==> src/hw/arc_pkg.sv <==
// Constants and types of the address-resolution PDU codec
package arc_pkg;
  localparam logic [7:0] TYPE_BIND_REQ      = 8'h00;
  localparam logic [7:0] TYPE_BIND_ACK      = 8'h01;
  localparam logic [7:0] TYPE_UNBIND_REQ    = 8'h02;
  localparam logic [7:0] TYPE_UNBIND_ACK    = 8'h03;
  localparam logic [7:0] TYPE_RESOLVE_REQ   = 8'h04;
  localparam logic [7:0] TYPE_RESOLVE_REPLY = 8'h05;
  localparam logic [7:0] TYPE_JOIN_REQ      = 8'h08;
  localparam logic [7:0] TYPE_JOIN_ACK      = 8'h09;
  localparam logic [7:0] TYPE_LEAVE_REQ     = 8'h0a;
  localparam logic [7:0] TYPE_LEAVE_ACK     = 8'h0b;
  localparam logic [7:0] TYPE_MAX           = 8'h0b;
  localparam logic [3:0] LEN_ADDR_MSG       = 4'hb;
  localparam logic [3:0] LEN_IP_MSG         = 4'h5;
  localparam logic [3:0] LEN_JOIN_ACK       = 4'h6;
  localparam logic [3:0] LEN_REPLY          = 4'hc;
  localparam logic [7:0] STATUS_FOUND       = 8'h00;
  localparam logic [1:0] KIND_ERROR         = 2'h3;
  localparam int         OCTET_W            = 8;
  localparam int         RETRY_TIME_NS      = 1000000000;
  localparam int         CLK_PERIOD_NS      = 100;
  localparam int         RETRY_CYCLES       = RETRY_TIME_NS / CLK_PERIOD_NS;
  localparam int         TIMER_W            = 24;

  typedef enum logic [2:0] {
    REQ_BIND    = 3'h0,
    REQ_UNBIND  = 3'h1,
    REQ_RESOLVE = 3'h2,
    REQ_JOIN    = 3'h3,
    REQ_LEAVE   = 3'h4
  } arc_req_e;

  typedef enum logic [1:0] {
    ST_IDLE = 2'b00,
    ST_MSG  = 2'b01,
    ST_PKT  = 2'b10
  } arc_state_e;
endpackage : arc_pkg

==> src/hw/arc_stream_if.sv <==
// Valid/ready octet stream between the codec and its buffer
`timescale 1ns/1ps
`default_nettype none
interface arc_stream_if #(parameter int W = 9) ();
  logic         valid;
  logic         ready;
  logic [W-1:0] data;
  modport src (output valid, output data, input ready);
  modport snk (input valid, input data, output ready);
endinterface : arc_stream_if
`default_nettype wire

==> src/hw/arc_codec.sv <==
// Address-resolution PDU builder/parser and IPv4 packet framer
`timescale 1ns/1ps
`default_nettype none
module arc_codec import arc_pkg::*; #(
  parameter int RETRY = RETRY_CYCLES
) (
  input  wire logic        clk_sys_in,
  input  wire logic        reset_in,
  input  wire logic        req_valid_in,
  output logic             req_ready_out,
  input  wire logic [2:0]  req_kind_in,
  input  wire logic [31:0] req_ip_in,
  input  wire logic [47:0] req_hw_in,
  output logic             pending_out,
  input  wire logic        pkt_valid_in,
  output logic             pkt_ready_out,
  input  wire logic [7:0]  pkt_data_in,
  input  wire logic        pkt_last_in,
  input  wire logic        pkt_compress_in,
  input  wire logic [1:0]  pkt_kind_in,
  output logic             tx_valid_out,
  input  wire logic        tx_ready_in,
  output logic [7:0]       tx_data_out,
  output logic             tx_last_out,
  input  wire logic        rx_valid_in,
  input  wire logic [7:0]  rx_data_in,
  input  wire logic        rx_last_in,
  output logic             ack_valid_out,
  output logic [7:0]       ack_type_out,
  output logic [31:0]      ack_ip_out,
  output logic [47:0]      ack_hw_out,
  output logic [5:0]       ack_lcid_out,
  output logic             ack_found_out,
  output logic             rx_error_out
);
  typedef struct packed {
    arc_state_e          state;
    logic [87:0]         msg;
    logic [3:0]          left;
    logic                pend;
    logic [7:0]          ptype;
    logic [31:0]         pip;
    logic [47:0]         phw;
    logic [TIMER_W-1:0]  timer;
    logic [5:0]          seq;
    logic                comp;
    logic                hdr;
    logic                drop;
    logic [1:0]          pkind;
    logic [95:0]         rbuf;
    logic [3:0]          rcnt;
    logic                ack_v;
    logic [7:0]          ack_type;
    logic [31:0]         ack_ip;
    logic [47:0]         ack_hw;
    logic [5:0]          ack_lcid;
    logic                found;
    logic                rx_err;
  } arc_top_s;

  arc_top_s    st;
  arc_top_s    next_st;
  logic        req_ok;
  logic [7:0]  req_type;
  logic        resend_due;
  logic        req_take;

  arc_stream_if #(.W(OCTET_W + 1)) fill_if ();
  arc_stream_if #(.W(OCTET_W + 1)) drain_if ();

  arc_pair_buf #(.W(OCTET_W + 1), .DEPTH(2)) u_buf (
    .clk_sys_in (clk_sys_in),
    .reset_in   (reset_in),
    .fill       (fill_if.snk),
    .drain      (drain_if.src)
  );

  assign tx_valid_out   = drain_if.valid;
  assign tx_data_out    = drain_if.data[OCTET_W-1:0];
  assign tx_last_out    = drain_if.data[OCTET_W];
  assign drain_if.ready = tx_ready_in;

  // Only the five outgoing codes can ever be produced
  always_comb begin
    req_ok = 1'b1;
    case (req_kind_in)
      REQ_BIND:    req_type = TYPE_BIND_REQ;
      REQ_UNBIND:  req_type = TYPE_UNBIND_REQ;
      REQ_RESOLVE: req_type = TYPE_RESOLVE_REQ;
      REQ_JOIN:    req_type = TYPE_JOIN_REQ;
      REQ_LEAVE:   req_type = TYPE_LEAVE_REQ;
      default: begin
        req_type = TYPE_BIND_REQ;
        req_ok   = 1'b0;
      end
    endcase
  end

  function automatic logic addr_pair(input logic [7:0] t);
    return (t == TYPE_BIND_REQ) || (t == TYPE_UNBIND_REQ);
  endfunction

  assign resend_due    = st.pend && (st.timer >= TIMER_W'(RETRY - 1));
  assign req_ready_out = (st.state == ST_IDLE) && !resend_due && !st.pend && req_ok;
  assign req_take      = req_valid_in && req_ready_out;
  assign pending_out   = st.pend;
  assign ack_valid_out = st.ack_v;
  assign ack_type_out  = st.ack_type;
  assign ack_ip_out    = st.ack_ip;
  assign ack_hw_out    = st.ack_hw;
  assign ack_lcid_out  = st.ack_lcid;
  assign ack_found_out = st.found;
  assign rx_error_out  = st.rx_err;

  always_comb begin
    logic [95:0] nb;
    logic [3:0]  n;
    logic [7:0]  t;
    logic [31:0] ip;
    logic [47:0] hw;
    logic [5:0]  lcid;
    logic        ok;
    logic        fnd;
    nb   = {st.rbuf[87:0], rx_data_in};
    n    = st.rcnt + 4'h1;
    t    = 8'hff;
    ip   = '0;
    hw   = '0;
    lcid = '0;
    ok   = 1'b0;
    fnd  = 1'b0;
    next_st        = st;
    next_st.ack_v  = 1'b0;
    next_st.rx_err = 1'b0;
    fill_if.valid  = 1'b0;
    fill_if.data   = '0;
    pkt_ready_out  = 1'b0;
    if (st.pend && st.state != ST_MSG && !resend_due) begin
      next_st.timer = st.timer + 1'b1;
    end
    case (st.state)
      ST_IDLE: begin
        if (resend_due) begin
          next_st.msg   = {st.ptype, st.pip, addr_pair(st.ptype) ? st.phw : 48'h0};
          next_st.left  = addr_pair(st.ptype) ? LEN_ADDR_MSG : LEN_IP_MSG;
          next_st.timer = '0;
          next_st.state = ST_MSG;
        end else if (req_take) begin
          next_st.ptype = req_type;
          next_st.pip   = req_ip_in;
          next_st.phw   = req_hw_in;
          next_st.pend  = 1'b1;
          next_st.timer = '0;
          next_st.msg   = {req_type, req_ip_in, addr_pair(req_type) ? req_hw_in : 48'h0};
          next_st.left  = addr_pair(req_type) ? LEN_ADDR_MSG : LEN_IP_MSG;
          next_st.state = ST_MSG;
        end else if (pkt_valid_in) begin
          next_st.comp  = pkt_compress_in;
          next_st.hdr   = pkt_compress_in && (pkt_kind_in != KIND_ERROR);
          next_st.drop  = pkt_compress_in && (pkt_kind_in == KIND_ERROR);
          next_st.pkind = pkt_kind_in;
          next_st.state = ST_PKT;
        end
      end
      ST_MSG: begin
        fill_if.valid = 1'b1;
        fill_if.data  = {st.left == 4'h1, st.msg[87:80]};
        if (fill_if.ready) begin
          next_st.msg  = {st.msg[79:0], 8'h00};
          next_st.left = st.left - 4'h1;
          if (st.left == 4'h1) begin
            next_st.state = ST_IDLE;
          end
        end
      end
      ST_PKT: begin
        if (st.hdr) begin
          fill_if.valid = 1'b1;
          fill_if.data  = {1'b0, st.pkind, st.seq};
          if (fill_if.ready) begin
            next_st.hdr = 1'b0;
            next_st.seq = st.seq + 6'h01;
          end
        end else begin
          pkt_ready_out = st.drop || fill_if.ready;
          fill_if.valid = !st.drop && pkt_valid_in;
          fill_if.data  = {pkt_last_in, pkt_data_in};
          if (pkt_valid_in && pkt_ready_out && pkt_last_in) begin
            next_st.drop  = 1'b0;
            next_st.state = ST_IDLE;
          end
        end
      end
      default: next_st.state = ST_IDLE;
    endcase
    if (rx_valid_in) begin
      if (!rx_last_in) begin
        next_st.rbuf = nb;
        next_st.rcnt = (st.rcnt == 4'hf) ? st.rcnt : n;
      end else begin
        next_st.rbuf = '0;
        next_st.rcnt = '0;
        case (n)
          LEN_IP_MSG: begin
            t  = nb[39:32];
            ip = nb[31:0];
            ok = (t == TYPE_LEAVE_ACK);
          end
          LEN_JOIN_ACK: begin
            t    = nb[47:40];
            ip   = nb[39:8];
            lcid = nb[5:0];
            ok   = (t == TYPE_JOIN_ACK);
          end
          LEN_ADDR_MSG: begin
            t  = nb[87:80];
            ip = nb[79:48];
            hw = nb[47:0];
            ok = (t == TYPE_BIND_ACK) || (t == TYPE_UNBIND_ACK);
          end
          LEN_REPLY: begin
            t   = nb[95:88];
            ip  = nb[87:56];
            fnd = (nb[7:0] == STATUS_FOUND);
            hw  = fnd ? nb[55:8] : 48'h0;
            ok  = (t == TYPE_RESOLVE_REPLY);
          end
          default: ok = 1'b0;
        endcase
        if (t > TYPE_MAX) begin
          ok = 1'b0;
        end
        next_st.rx_err   = !ok;
        next_st.ack_v    = ok;
        next_st.ack_type = ok ? t : st.ack_type;
        next_st.ack_ip   = ok ? ip : st.ack_ip;
        next_st.ack_hw   = ok ? hw : st.ack_hw;
        next_st.ack_lcid = ok ? lcid : st.ack_lcid;
        next_st.found    = ok ? fnd : st.found;
        if (ok && st.pend && t == st.ptype + 8'h01 && ip == st.pip &&
            (!addr_pair(st.ptype) || hw == st.phw)) begin
          next_st.pend = 1'b0;
        end
      end
    end
  end

  always_ff @(posedge clk_sys_in) begin
    if (reset_in) begin
      st <= '0;
    end else begin
      st <= next_st;
    end
  end

  chk_type_defined: assert property (@(posedge clk_sys_in) disable iff (reset_in)
    req_take |=> st.msg[87:80] <= TYPE_MAX && st.msg[87:80] != 8'h06 && st.msg[87:80] != 8'h07)
    else $error("generated message type not defined");
  chk_bind_format: assert property (@(posedge clk_sys_in) disable iff (reset_in)
    req_take && req_kind_in == REQ_BIND |=> st.left == 4'hb && st.msg[87:80] == 8'h00)
    else $error("bind request malformed");
  chk_unbind_format: assert property (@(posedge clk_sys_in) disable iff (reset_in)
    req_take && req_kind_in == REQ_UNBIND |=> st.left == 4'hb && st.msg[87:80] == 8'h02)
    else $error("unbind request malformed");
  chk_resolve_short: assert property (@(posedge clk_sys_in) disable iff (reset_in)
    req_take && req_kind_in == REQ_RESOLVE |=> st.left == 4'h5 && st.msg[87:80] == 8'h04)
    else $error("resolve request malformed");
  chk_join_short: assert property (@(posedge clk_sys_in) disable iff (reset_in)
    req_take && req_kind_in == REQ_JOIN |=> st.left == 4'h5 && st.msg[87:80] == 8'h08)
    else $error("join request malformed");
  chk_leave_short: assert property (@(posedge clk_sys_in) disable iff (reset_in)
    req_take && req_kind_in == REQ_LEAVE |=> st.left == 4'h5 && st.msg[87:80] == 8'h0a)
    else $error("leave request malformed");
  chk_ip_order: assert property (@(posedge clk_sys_in) disable iff (reset_in)
    req_take |=> st.msg[79:48] == $past(req_ip_in) && st.state == ST_MSG)
    else $error("address not behind type octet");
  chk_miss_hidden: assert property (@(posedge clk_sys_in) disable iff (reset_in)
    ack_valid_out && ack_type_out == 8'h05 && !ack_found_out |-> ack_hw_out == 48'h0)
    else $error("unresolved reply exposes hardware address");
  chk_bare_packet: assert property (@(posedge clk_sys_in) disable iff (reset_in)
    st.state == ST_PKT && !st.comp |-> !st.hdr && fill_if.data == {pkt_last_in, pkt_data_in})
    else $error("header on uncompressed packet");
  chk_one_header: assert property (@(posedge clk_sys_in) disable iff (reset_in)
    st.hdr && fill_if.ready |=> !st.hdr && st.seq == $past(st.seq) + 6'h01)
    else $error("header octet not single");
  chk_no_error_kind: assert property (@(posedge clk_sys_in) disable iff (reset_in)
    st.hdr |-> st.pkind != 2'h3)
    else $error("error kind transmitted");
  chk_retry_due: assert property (@(posedge clk_sys_in) disable iff (reset_in)
    st.state == ST_IDLE && resend_due |=> st.state == ST_MSG && st.timer == '0)
    else $error("unanswered request not resent");
endmodule : arc_codec
`default_nettype wire

==> src/hw/arc_pair_buf.sv <==
// Small FIFO that decouples the framer from a stalling receiver
`timescale 1ns/1ps
`default_nettype none
module arc_pair_buf #(
  parameter int W     = 9,
  parameter int DEPTH = 2
) (
  input  wire logic   clk_sys_in,
  input  wire logic   reset_in,
  arc_stream_if.snk   fill,
  arc_stream_if.src   drain
);
  localparam int AW = (DEPTH > 1) ? $clog2(DEPTH) : 1;

  typedef struct packed {
    logic [DEPTH-1:0][W-1:0] mem;
    logic [AW-1:0]           wp;
    logic [AW-1:0]           rp;
    logic [AW:0]             cnt;
  } arc_buf_s;

  arc_buf_s st;
  arc_buf_s next_st;
  logic     push;
  logic     pop;

  assign fill.ready  = (st.cnt != (AW+1)'(DEPTH));
  assign drain.valid = (st.cnt != '0);
  assign drain.data  = st.mem[st.rp];
  assign push        = fill.valid && fill.ready;
  assign pop         = drain.valid && drain.ready;

  always_comb begin
    next_st = st;
    if (push) begin
      next_st.mem[st.wp] = fill.data;
      next_st.wp = (st.wp == AW'(DEPTH - 1)) ? '0 : st.wp + 1'b1;
    end
    if (pop) begin
      next_st.rp = (st.rp == AW'(DEPTH - 1)) ? '0 : st.rp + 1'b1;
    end
    next_st.cnt = st.cnt + (AW+1)'(push) - (AW+1)'(pop);
  end

  always_ff @(posedge clk_sys_in) begin
    if (reset_in) begin
      st <= '0;
    end else begin
      st <= next_st;
    end
  end
endmodule : arc_pair_buf
`default_nettype wire

==> config.mk <==
export PLATFORM = sky130hd
export DESIGN_NAME = arc_codec
export DESIGN_NICKNAME = d
export VERILOG_FILES = /design/src/hw/arc_pkg.sv /design/src/hw/arc_stream_if.sv /design/src/hw/arc_codec.sv /design/src/hw/arc_pair_buf.sv
export SDC_FILE = /design/constraint.sdc
export NUM_CORES = 1
export LEC_CHECK = 0
export ABC_AREA = 1
export ABC_CLOCK_PERIOD_IN_PS = 2500
export BUFFER_PORTS_ARGS = -buffer_cell sky130_fd_sc_hd__buf_2
export CORE_UTILIZATION = 35
export DETAILED_ROUTE_END_ITERATION = 10
export PLACE_DENSITY = 0.54
export SYNTH_ARGS = -nofsm -noshare
export SYNTH_HDL_FRONTEND = slang
export SYNTH_SLANG_ARGS = --single-unit
==> constraint.sdc <==
create_clock -name clk_sys_in -period 2.5 [get_ports clk_sys_in]
set_clock_uncertainty 0.05 [all_clocks]
set_input_delay 0.25 -clock clk_sys_in [delete_from_list [all_inputs] [get_ports clk_sys_in]]
set_output_delay 0.25 -clock clk_sys_in [all_outputs]
set_load 0.005 [all_outputs]
==> flow_summary.json, run 1 <==
{
  "place_congestion": 1.01,
  "crit_type": "reg2reg",
  "grt_pass1_wl_microns": 134000,
  "crit_slowest_cell": "dfxtp_4",
  "fmax_mhz": 365,
  "critPathLaunch": "st[97]",
  "dpl.cell_count": 4494,
  "vias": 24500,
  "die_x_microns": 254,
  "path_delay_family": "simple AND/OR/NAND/NOR gates",
  "setup_viol": 97,
  "synth_ff_type": "dfxtp_1",
  "hpwl_microns": 61200,
  "synth_top_cell_by_area": "dfxtp_1",
  "reg2reg_slack_ns": -0.24,
  "whs_path_depth": 4,
  "cp_slowest_stage_delay_ns": 0.36,
  "avgSynthCellArea_sq_um": 6.52,
  "clkTransAtPathRegs_ns": 0.06,
  "syn-num-nets": 3536,
  "postRouteAntennaNets": 0,
  "p_per_area_nw_per_um2": 648,
  "seq_area_frac_synth_pct": 38.1,
  "cts.sinks": 423,
  "cp.required_ns": 2.98,
  "end_kind": "flop",
  "hp-start": "rx_data_in[5]",
  "critPathMaxFanout": 8,
  "synth_edf_count": 0,
  "drc": 0,
  "initial_utilization_pct": 35.3,
  "ys_async_sr_fraction_pct": 0,
  "grt_max_degree": 159,
  "cts_tree": "yes",
  "setup_slack_ns": -0.239,
  "grt_antenna_before_repair": 0,
  "cp.arrival_ns": 3.22,
  "final_nets": 3984,
  "layout-drive-gt1-share_pct": 25.3,
  "diodes": 0,
  "holdWs_ns": 0.0366,
  "r2r-start": "st[97]",
  "hold_viol": 0,
  "h-tree-depth": 2,
  "synth_area_leaders": "dfxtp_1 38%, nand2_1 14%, o21ai_0 7.9%, nor2_1 7.7%, a21oi_1 6.2%",
  "core_area_sq_um": 63000,
  "yosys.area_share.adder_pct": 0.788,
  "drv_cap": 0,
  "synthXorXnorAreaFrac_pct": 0.827,
  "muxShareOfSynthArea_pct": 0.101,
  "reg2reg_depth": 18,
  "vias_per_cell": 5.16,
  "cts_buffers": 52,
  "synthSimpleGateAreaFrac_pct": 30.4,
  "io_pins": 220,
  "relSlewSlack_pct": 37.0,
  "wl_microns": 91100,
  "globalRouteTotalUtil_pct": 27.1,
  "critPathLaunchType": "flop",
  "violations": "negative setup slack",
  "synth-compound-area-share_pct": 18.3,
  "worstPathCellList": "ha_4 > nand2_4 > inv_4 > nor2_8 > nor2_4 > nand2_4 > buf_4 > o22ai_1 > nor2_1 > nand2_2 > nor2_4 > nand4_4 > buf_12 > clkinv_8 > buf_12 > buf_16 > o21ai_2 > a21oi_1",
  "synth.top_cell.area_share_pct": 38.1,
  "synth_cells": 3412,
  "hp-class": "in2reg",
  "fin_crit_sh_pct": 110,
  "p_leak_uw": 0.0135,
  "min_delay_worst_endpoint": "st[106]",
  "layout_min_cycle_time_ns": 2.74,
  "overflow": 0,
  "dieArea_sq_um": 64500,
  "tightest_slew_ns": 0.945,
  "ir_worst_vdd_mv": 0.624,
  "area_delta_synth_final_pct": 40.4,
  "syn_area_sq_um": 22200,
  "yosys-top-cells-count": "824 x nand2_1, 458 x nor2_1, 423 x dfxtp_1",
  "drtIter0Drc": 2196,
  "synth_cell_types": 41,
  "ys.warnings.count": 0,
  "grt_pass1_vias": 22200,
  "synth_top_family_by_area": "simple AND/OR/NAND/NOR gates",
  "port_buffers": 219,
  "finalNonFillerCells": 4750,
  "clk_latency_ns": 0.63,
  "ys_ff_latch": 423,
  "cts.path.max_buffers": 3,
  "worst_r2r_endpoint": "ack_ip_out[1]",
  "rows": 92,
  "fp.dieH_microns": 254,
  "slew_violations": 0,
  "drt-pass1-iter-count": 5,
  "status": "finished with violations",
  "grt_setup_unrepaired": "yes",
  "cts-root-buf": "clkbuf_16",
  "path_buf_inv": 6,
  "synth_most_common_cell": "nand2_1",
  "pre_cts_slack_ns": -0.318,
  "wire_per_inst_microns": 19.2,
  "fin_util_pct": 49.6
}
-- metal layers --
layer / share of wire (%) / routed length [microns] / global-route usage [%]
met4: 4.6 / 4150 / 11.9
met1: 45 / 40900 / 37.7
met5: 0 / 0 / 0
met3: 7.1 / 6450 / 4.41
met2: 44 / 39700 / 40.9
-- area by class of cell --
type / instances / area [sq um]
Fill cell: 6261 / 31700
Clock inverter: 29 / 324
Tap cell: 846 / 1060
Multi-Input combinational cell: 2431 / 12700
Sequential cell: 423 / 8480
Clock buffer: 69 / 1450
Timing Repair Buffer: 706 / 6250
Inverter: 246 / 956
-- power breakdown --
group | internal, uW | leakage [uW] | switching, uW | total, uW
Sequential | 7400 | 0.00346 | 534 | 7940
Clock | 4610 | 0.000865 | 3260 | 7870
Combinational | 1770 | 0.00915 | 2650 | 4420
-- flip-flops by register name, indices dropped and copies added (netlist names) --
signal         count
rx_error_out       1
ack_hw_out        48
pending_out        1
ack_valid_out      1
st               303
ack_type_out       8
ack_lcid_out       6
u_buf.st          22
ack_ip_out        32
ack_found_out      1
-- worst reg2reg max path, stage by stage (launching register included) --
cell	delay (ns)
dfxtp_4	0.36
ha_4	0.18
nand2_4	0.08
inv_4	0.05
nor2_8	0.18
nor2_4	0.09
nand2_4	0.12
buf_4	0.19
o22ai_1	0.11
nor2_1	0.16
nand2_2	0.08
nor2_4	0.11
nand4_4	0.13
buf_12	0.20
clkinv_8	0.08
buf_12	0.14
buf_16	0.17
o21ai_2	0.06
a21oi_1	0.13
-- metrics by stage --
| step | instance area [sq um] | setup TNS (ns) | total power (uW) |
|---|---|---|---|
| 3_3_place_gp | 25700 | -15.97 | 11600 |
| 2_1_floorplan | 22200 | 0 | 10200 |
| 3_5_place_dp | 25700 | -16.97 | 11700 |
| 4_1_cts | 30200 | -10.09 | 19900 |
| 6_report | 31200 | -17.65 | 20200 |
| 5_1_grt | 31200 | -31.32 | 21200 |
-- cells by family after synthesis --
kind of cell | after synthesis
buffers and inverters | 558
DFF | 423
xor gates and xnor gates | 21
muxes | 2
AOI/OAI and AO/OA | 758
and+or+nand+nor | 1636
adders and majority gates | 14
-- worst max-delay path by stage --
stage | cells past startpoint | end | slack [ns]
after detailed placement | 19 | pending_out | -0.32
after floorplan | 17 | ack_ip_out[15] | 0.10
after global routing | 19 | ack_ip_out[31] | -0.37
final | 18 | ack_ip_out[1] | -0.24
after CTS | 21 | ack_lcid_out[1] | -0.18
after global placement | 19 | pending_out | -0.33
-- placed cells by master, fill, tap and decap left out, types with 14 or more instances in the layout --
cell / count
clkbuf_16: 59
a211oi_1: 47
a21oi_1: 272
nor2_2: 35
nand3_1: 180
o21ai_2: 28
o21ai_1: 52
nor2_1: 338
clkinv_2: 14
o21ai_0: 287
buf_12: 50
nor3_1: 34
buf_4: 298
buf_16: 19
inv_1: 230
nor2_4: 91
dfxtp_1: 417
buf_2: 218
nand2_1: 782
nand2_4: 22
o211ai_1: 32
nand2_2: 25
nand4_1: 77
buf_6: 16
dlygate4sd3_1: 93
xor2_1: 19
-- repair_timing --
item,CTS,global route
gates resized for setup,268,265
buffers inserted,41,17
cloned,22,8
pin swaps,19,89
hold buffers,93,0
endpoints found under the hold margin,99,0
setup endpoints to repair,159,218
Power figures use the tool's default switching activity.
==> inputs of run 2 (changes only) <==
Settings changed: BUFFER_PORTS_ARGS -buffer_cell sky130_fd_sc_hd__buf_2 to unset, DONT_BUFFER_PORTS set to 1, PLACE_DENSITY 0.54 to 0.51, REMOVE_ABC_BUFFERS set to 1.
==> run 2 against run 1 <==
Against the previous run: the flow finishes with violations (negative hold slack, negative setup slack); sequential share of layout area up 0.53 points; final cell count down 4.2%; die area unchanged; largest cell class unchanged; sequential power down 0.5%; critical endpoint is now ack_ip_out[16]; sequential cell count unchanged; count of clock-buffer cells in the layout up 3.
==> flow_summary.json, run 2 (synthesized netlist as in run 1, its figures left out) <==
{
  "drc": 0,
  "hp-class": "in2reg",
  "drt-pass1-iter-count": 6,
  "port_buffers": 0,
  "setup_slack_ns": -0.172,
  "grt_setup_unrepaired": "yes",
  "die_x_microns": 254,
  "setup_viol": 93,
  "layout_min_cycle_time_ns": 2.67,
  "wire_per_inst_microns": 19.8,
  "fin_crit_sh_pct": 107,
  "cts.path.max_buffers": 3,
  "fillers": 6427,
  "critPathLaunch": "st[97]",
  "critPathLaunchType": "flop",
  "critPathMaxFanout": 8,
  "cts_buffers": 51,
  "fmax_mhz": 374,
  "diodes": 0,
  "holdWs_ns": -0.295,
  "cts.sinks": 423,
  "vias_per_cell": 5.17,
  "core_area_sq_um": 63000,
  "top_register": "st",
  "clkTransAtPathRegs_ns": 0.06,
  "routed.top_layer": "met5",
  "r2r-start": "st[97]",
  "cp.required_ns": 2.95,
  "slew_violations": 0,
  "wl_met3_microns": 6070,
  "hold_viol": 99,
  "area_delta_synth_final_pct": 37.8,
  "globalRouteTotalUtil_pct": 25.6,
  "cts-root-buf": "clkbuf_16",
  "final_nets": 3789,
  "p_leak_uw": 0.0126,
  "initial_utilization_pct": 35.3,
  "crit_type": "reg2reg",
  "pre_cts_slack_ns": -0.394,
  "ir_worst_vdd_mv": 0.562,
  "wl_met2_microns": 41400,
  "wl_microns": 90100,
  "m1WireLength_microns": 39500,
  "largest_reg_flops": 303,
  "multi_input_area_sq_um": 12900,
  "regArea_sq_um": 8480,
  "drv_cap": 0,
  "vias": 23500,
  "cp.arrival_ns": 3.13,
  "grt_antenna_before_repair": 4,
  "layout_common_cells": "738 x nand2_1, 417 x dfxtp_1, 351 x nor2_1, 257 x o21ai_0",
  "cts_tree": "yes",
  "fin_util_pct": 48.6,
  "rows": 92,
  "grt_max_degree": 160,
  "tightest_slew_ns": 0.665,
  "end_kind": "flop",
  "drtIter0Drc": 1912,
  "place_congestion": 0.905,
  "postRouteAntennaNets": 0,
  "grt_pass1_vias": 21900,
  "status": "finished with violations",
  "grt_pass1_wl_microns": 128000,
  "io_pins": 220,
  "violations": "negative hold slack, negative setup slack",
  "layout_commonest_cell": "nand2_1",
  "dieArea_sq_um": 64500,
  "hpwl_microns": 57900,
  "h-tree-depth": 2,
  "clk_latency_ns": 0.63,
  "fp.dieH_microns": 254,
  "overflow": 0,
  "p_per_area_nw_per_um2": 678,
  "hp-start": "reset_in",
  "layout-drive-gt1-share_pct": 22.2,
  "relSlewSlack_pct": 55.7
}
[run 2: cell count changes in the layout (fill, tap and decap cells not counted), moves of 19 or more]
cell	delta
a21oi_1	-19
nand2_2	+22
buf_2	-218
nor2_2	+36
nor2_4	-49
o21ai_2	+27
nand2_4	+21
o21ai_0	-30
nand2_1	-44
dlygate4sd3_1	+48
buf_4	-45
[run 2: final cells by class]
cell class	count	share of cell area, %
Inverter	246	3.16
Clock inverter	19	0.952
Tap cell	846	3.46
Sequential cell	423	27.7
Clock buffer	72	4.72
Multi-Input combinational cell	2431	42.2
Timing Repair Buffer	512	17.9
[run 2: layer usage]
layer	up-vias	global-route usage (%)
met5	-	0
met4	6	9.10
met3	139	5.29
met2	666	40.9
met1	11000	34.0
li1	11700	-
[run 2: stage by stage]
stage	instances	instance area [sq um]	total power [uW]	setup TNS (ns)	hold slack [ns]
finish	4549	30600	20800	-8.63	-0.295
global route	4549	30600	21700	-20.51	-0.306
CTS	4494	28200	19600	-0.814	-0.346
detailed placement	4237	24300	11500	-22.72	0.302
global placement	4237	24300	11500	-20.64	0.298
floorplan	3100	20600	10100	-689.89	0.269
[run 2: worst paths after layout]
path	end	slack [ns]	cells past startpoint
worst max-delay path	ack_ip_out[16]	-0.17	17
worst max register to register	ack_ip_out[16]	-0.17	17
worst min-delay path	st[199]	-0.30	1
worst min register to register	u_buf.st[1]	0.40	1
[run 2: power breakdown]
part           total (uW)  switching, uW  internal (uW)
Combinational        5020           2940           2080
Sequential           7900            497           7400
Clock                7840           3190           4660
Total               20800           6630          14100
[run 2: critical path, stage by stage, from the launching register on]
cell     delay [ns]
dfxtp_4        0.36
ha_4           0.18
nor2_4         0.16
nor2_8         0.08
buf_6          0.13
buf_16         0.12
nand4_1        0.10
nand2_2        0.09
nor2_4         0.17
nand2_4        0.08
nand2_4        0.08
nand2_2        0.05
inv_2          0.07
nand4_4        0.20
buf_6          0.22
nor3_1         0.21
buf_4          0.17
nor3_1         0.04
[run 2: what timing repair did]
item                                    CTS  global route
pin swaps                                45           183
hold endpoints to repair                310           101
gates resized for setup                 184           460
hold buffers                            138             4
endpoints found under the setup margin   98           223
setup buffers                            26            32
cloned                                    6            25
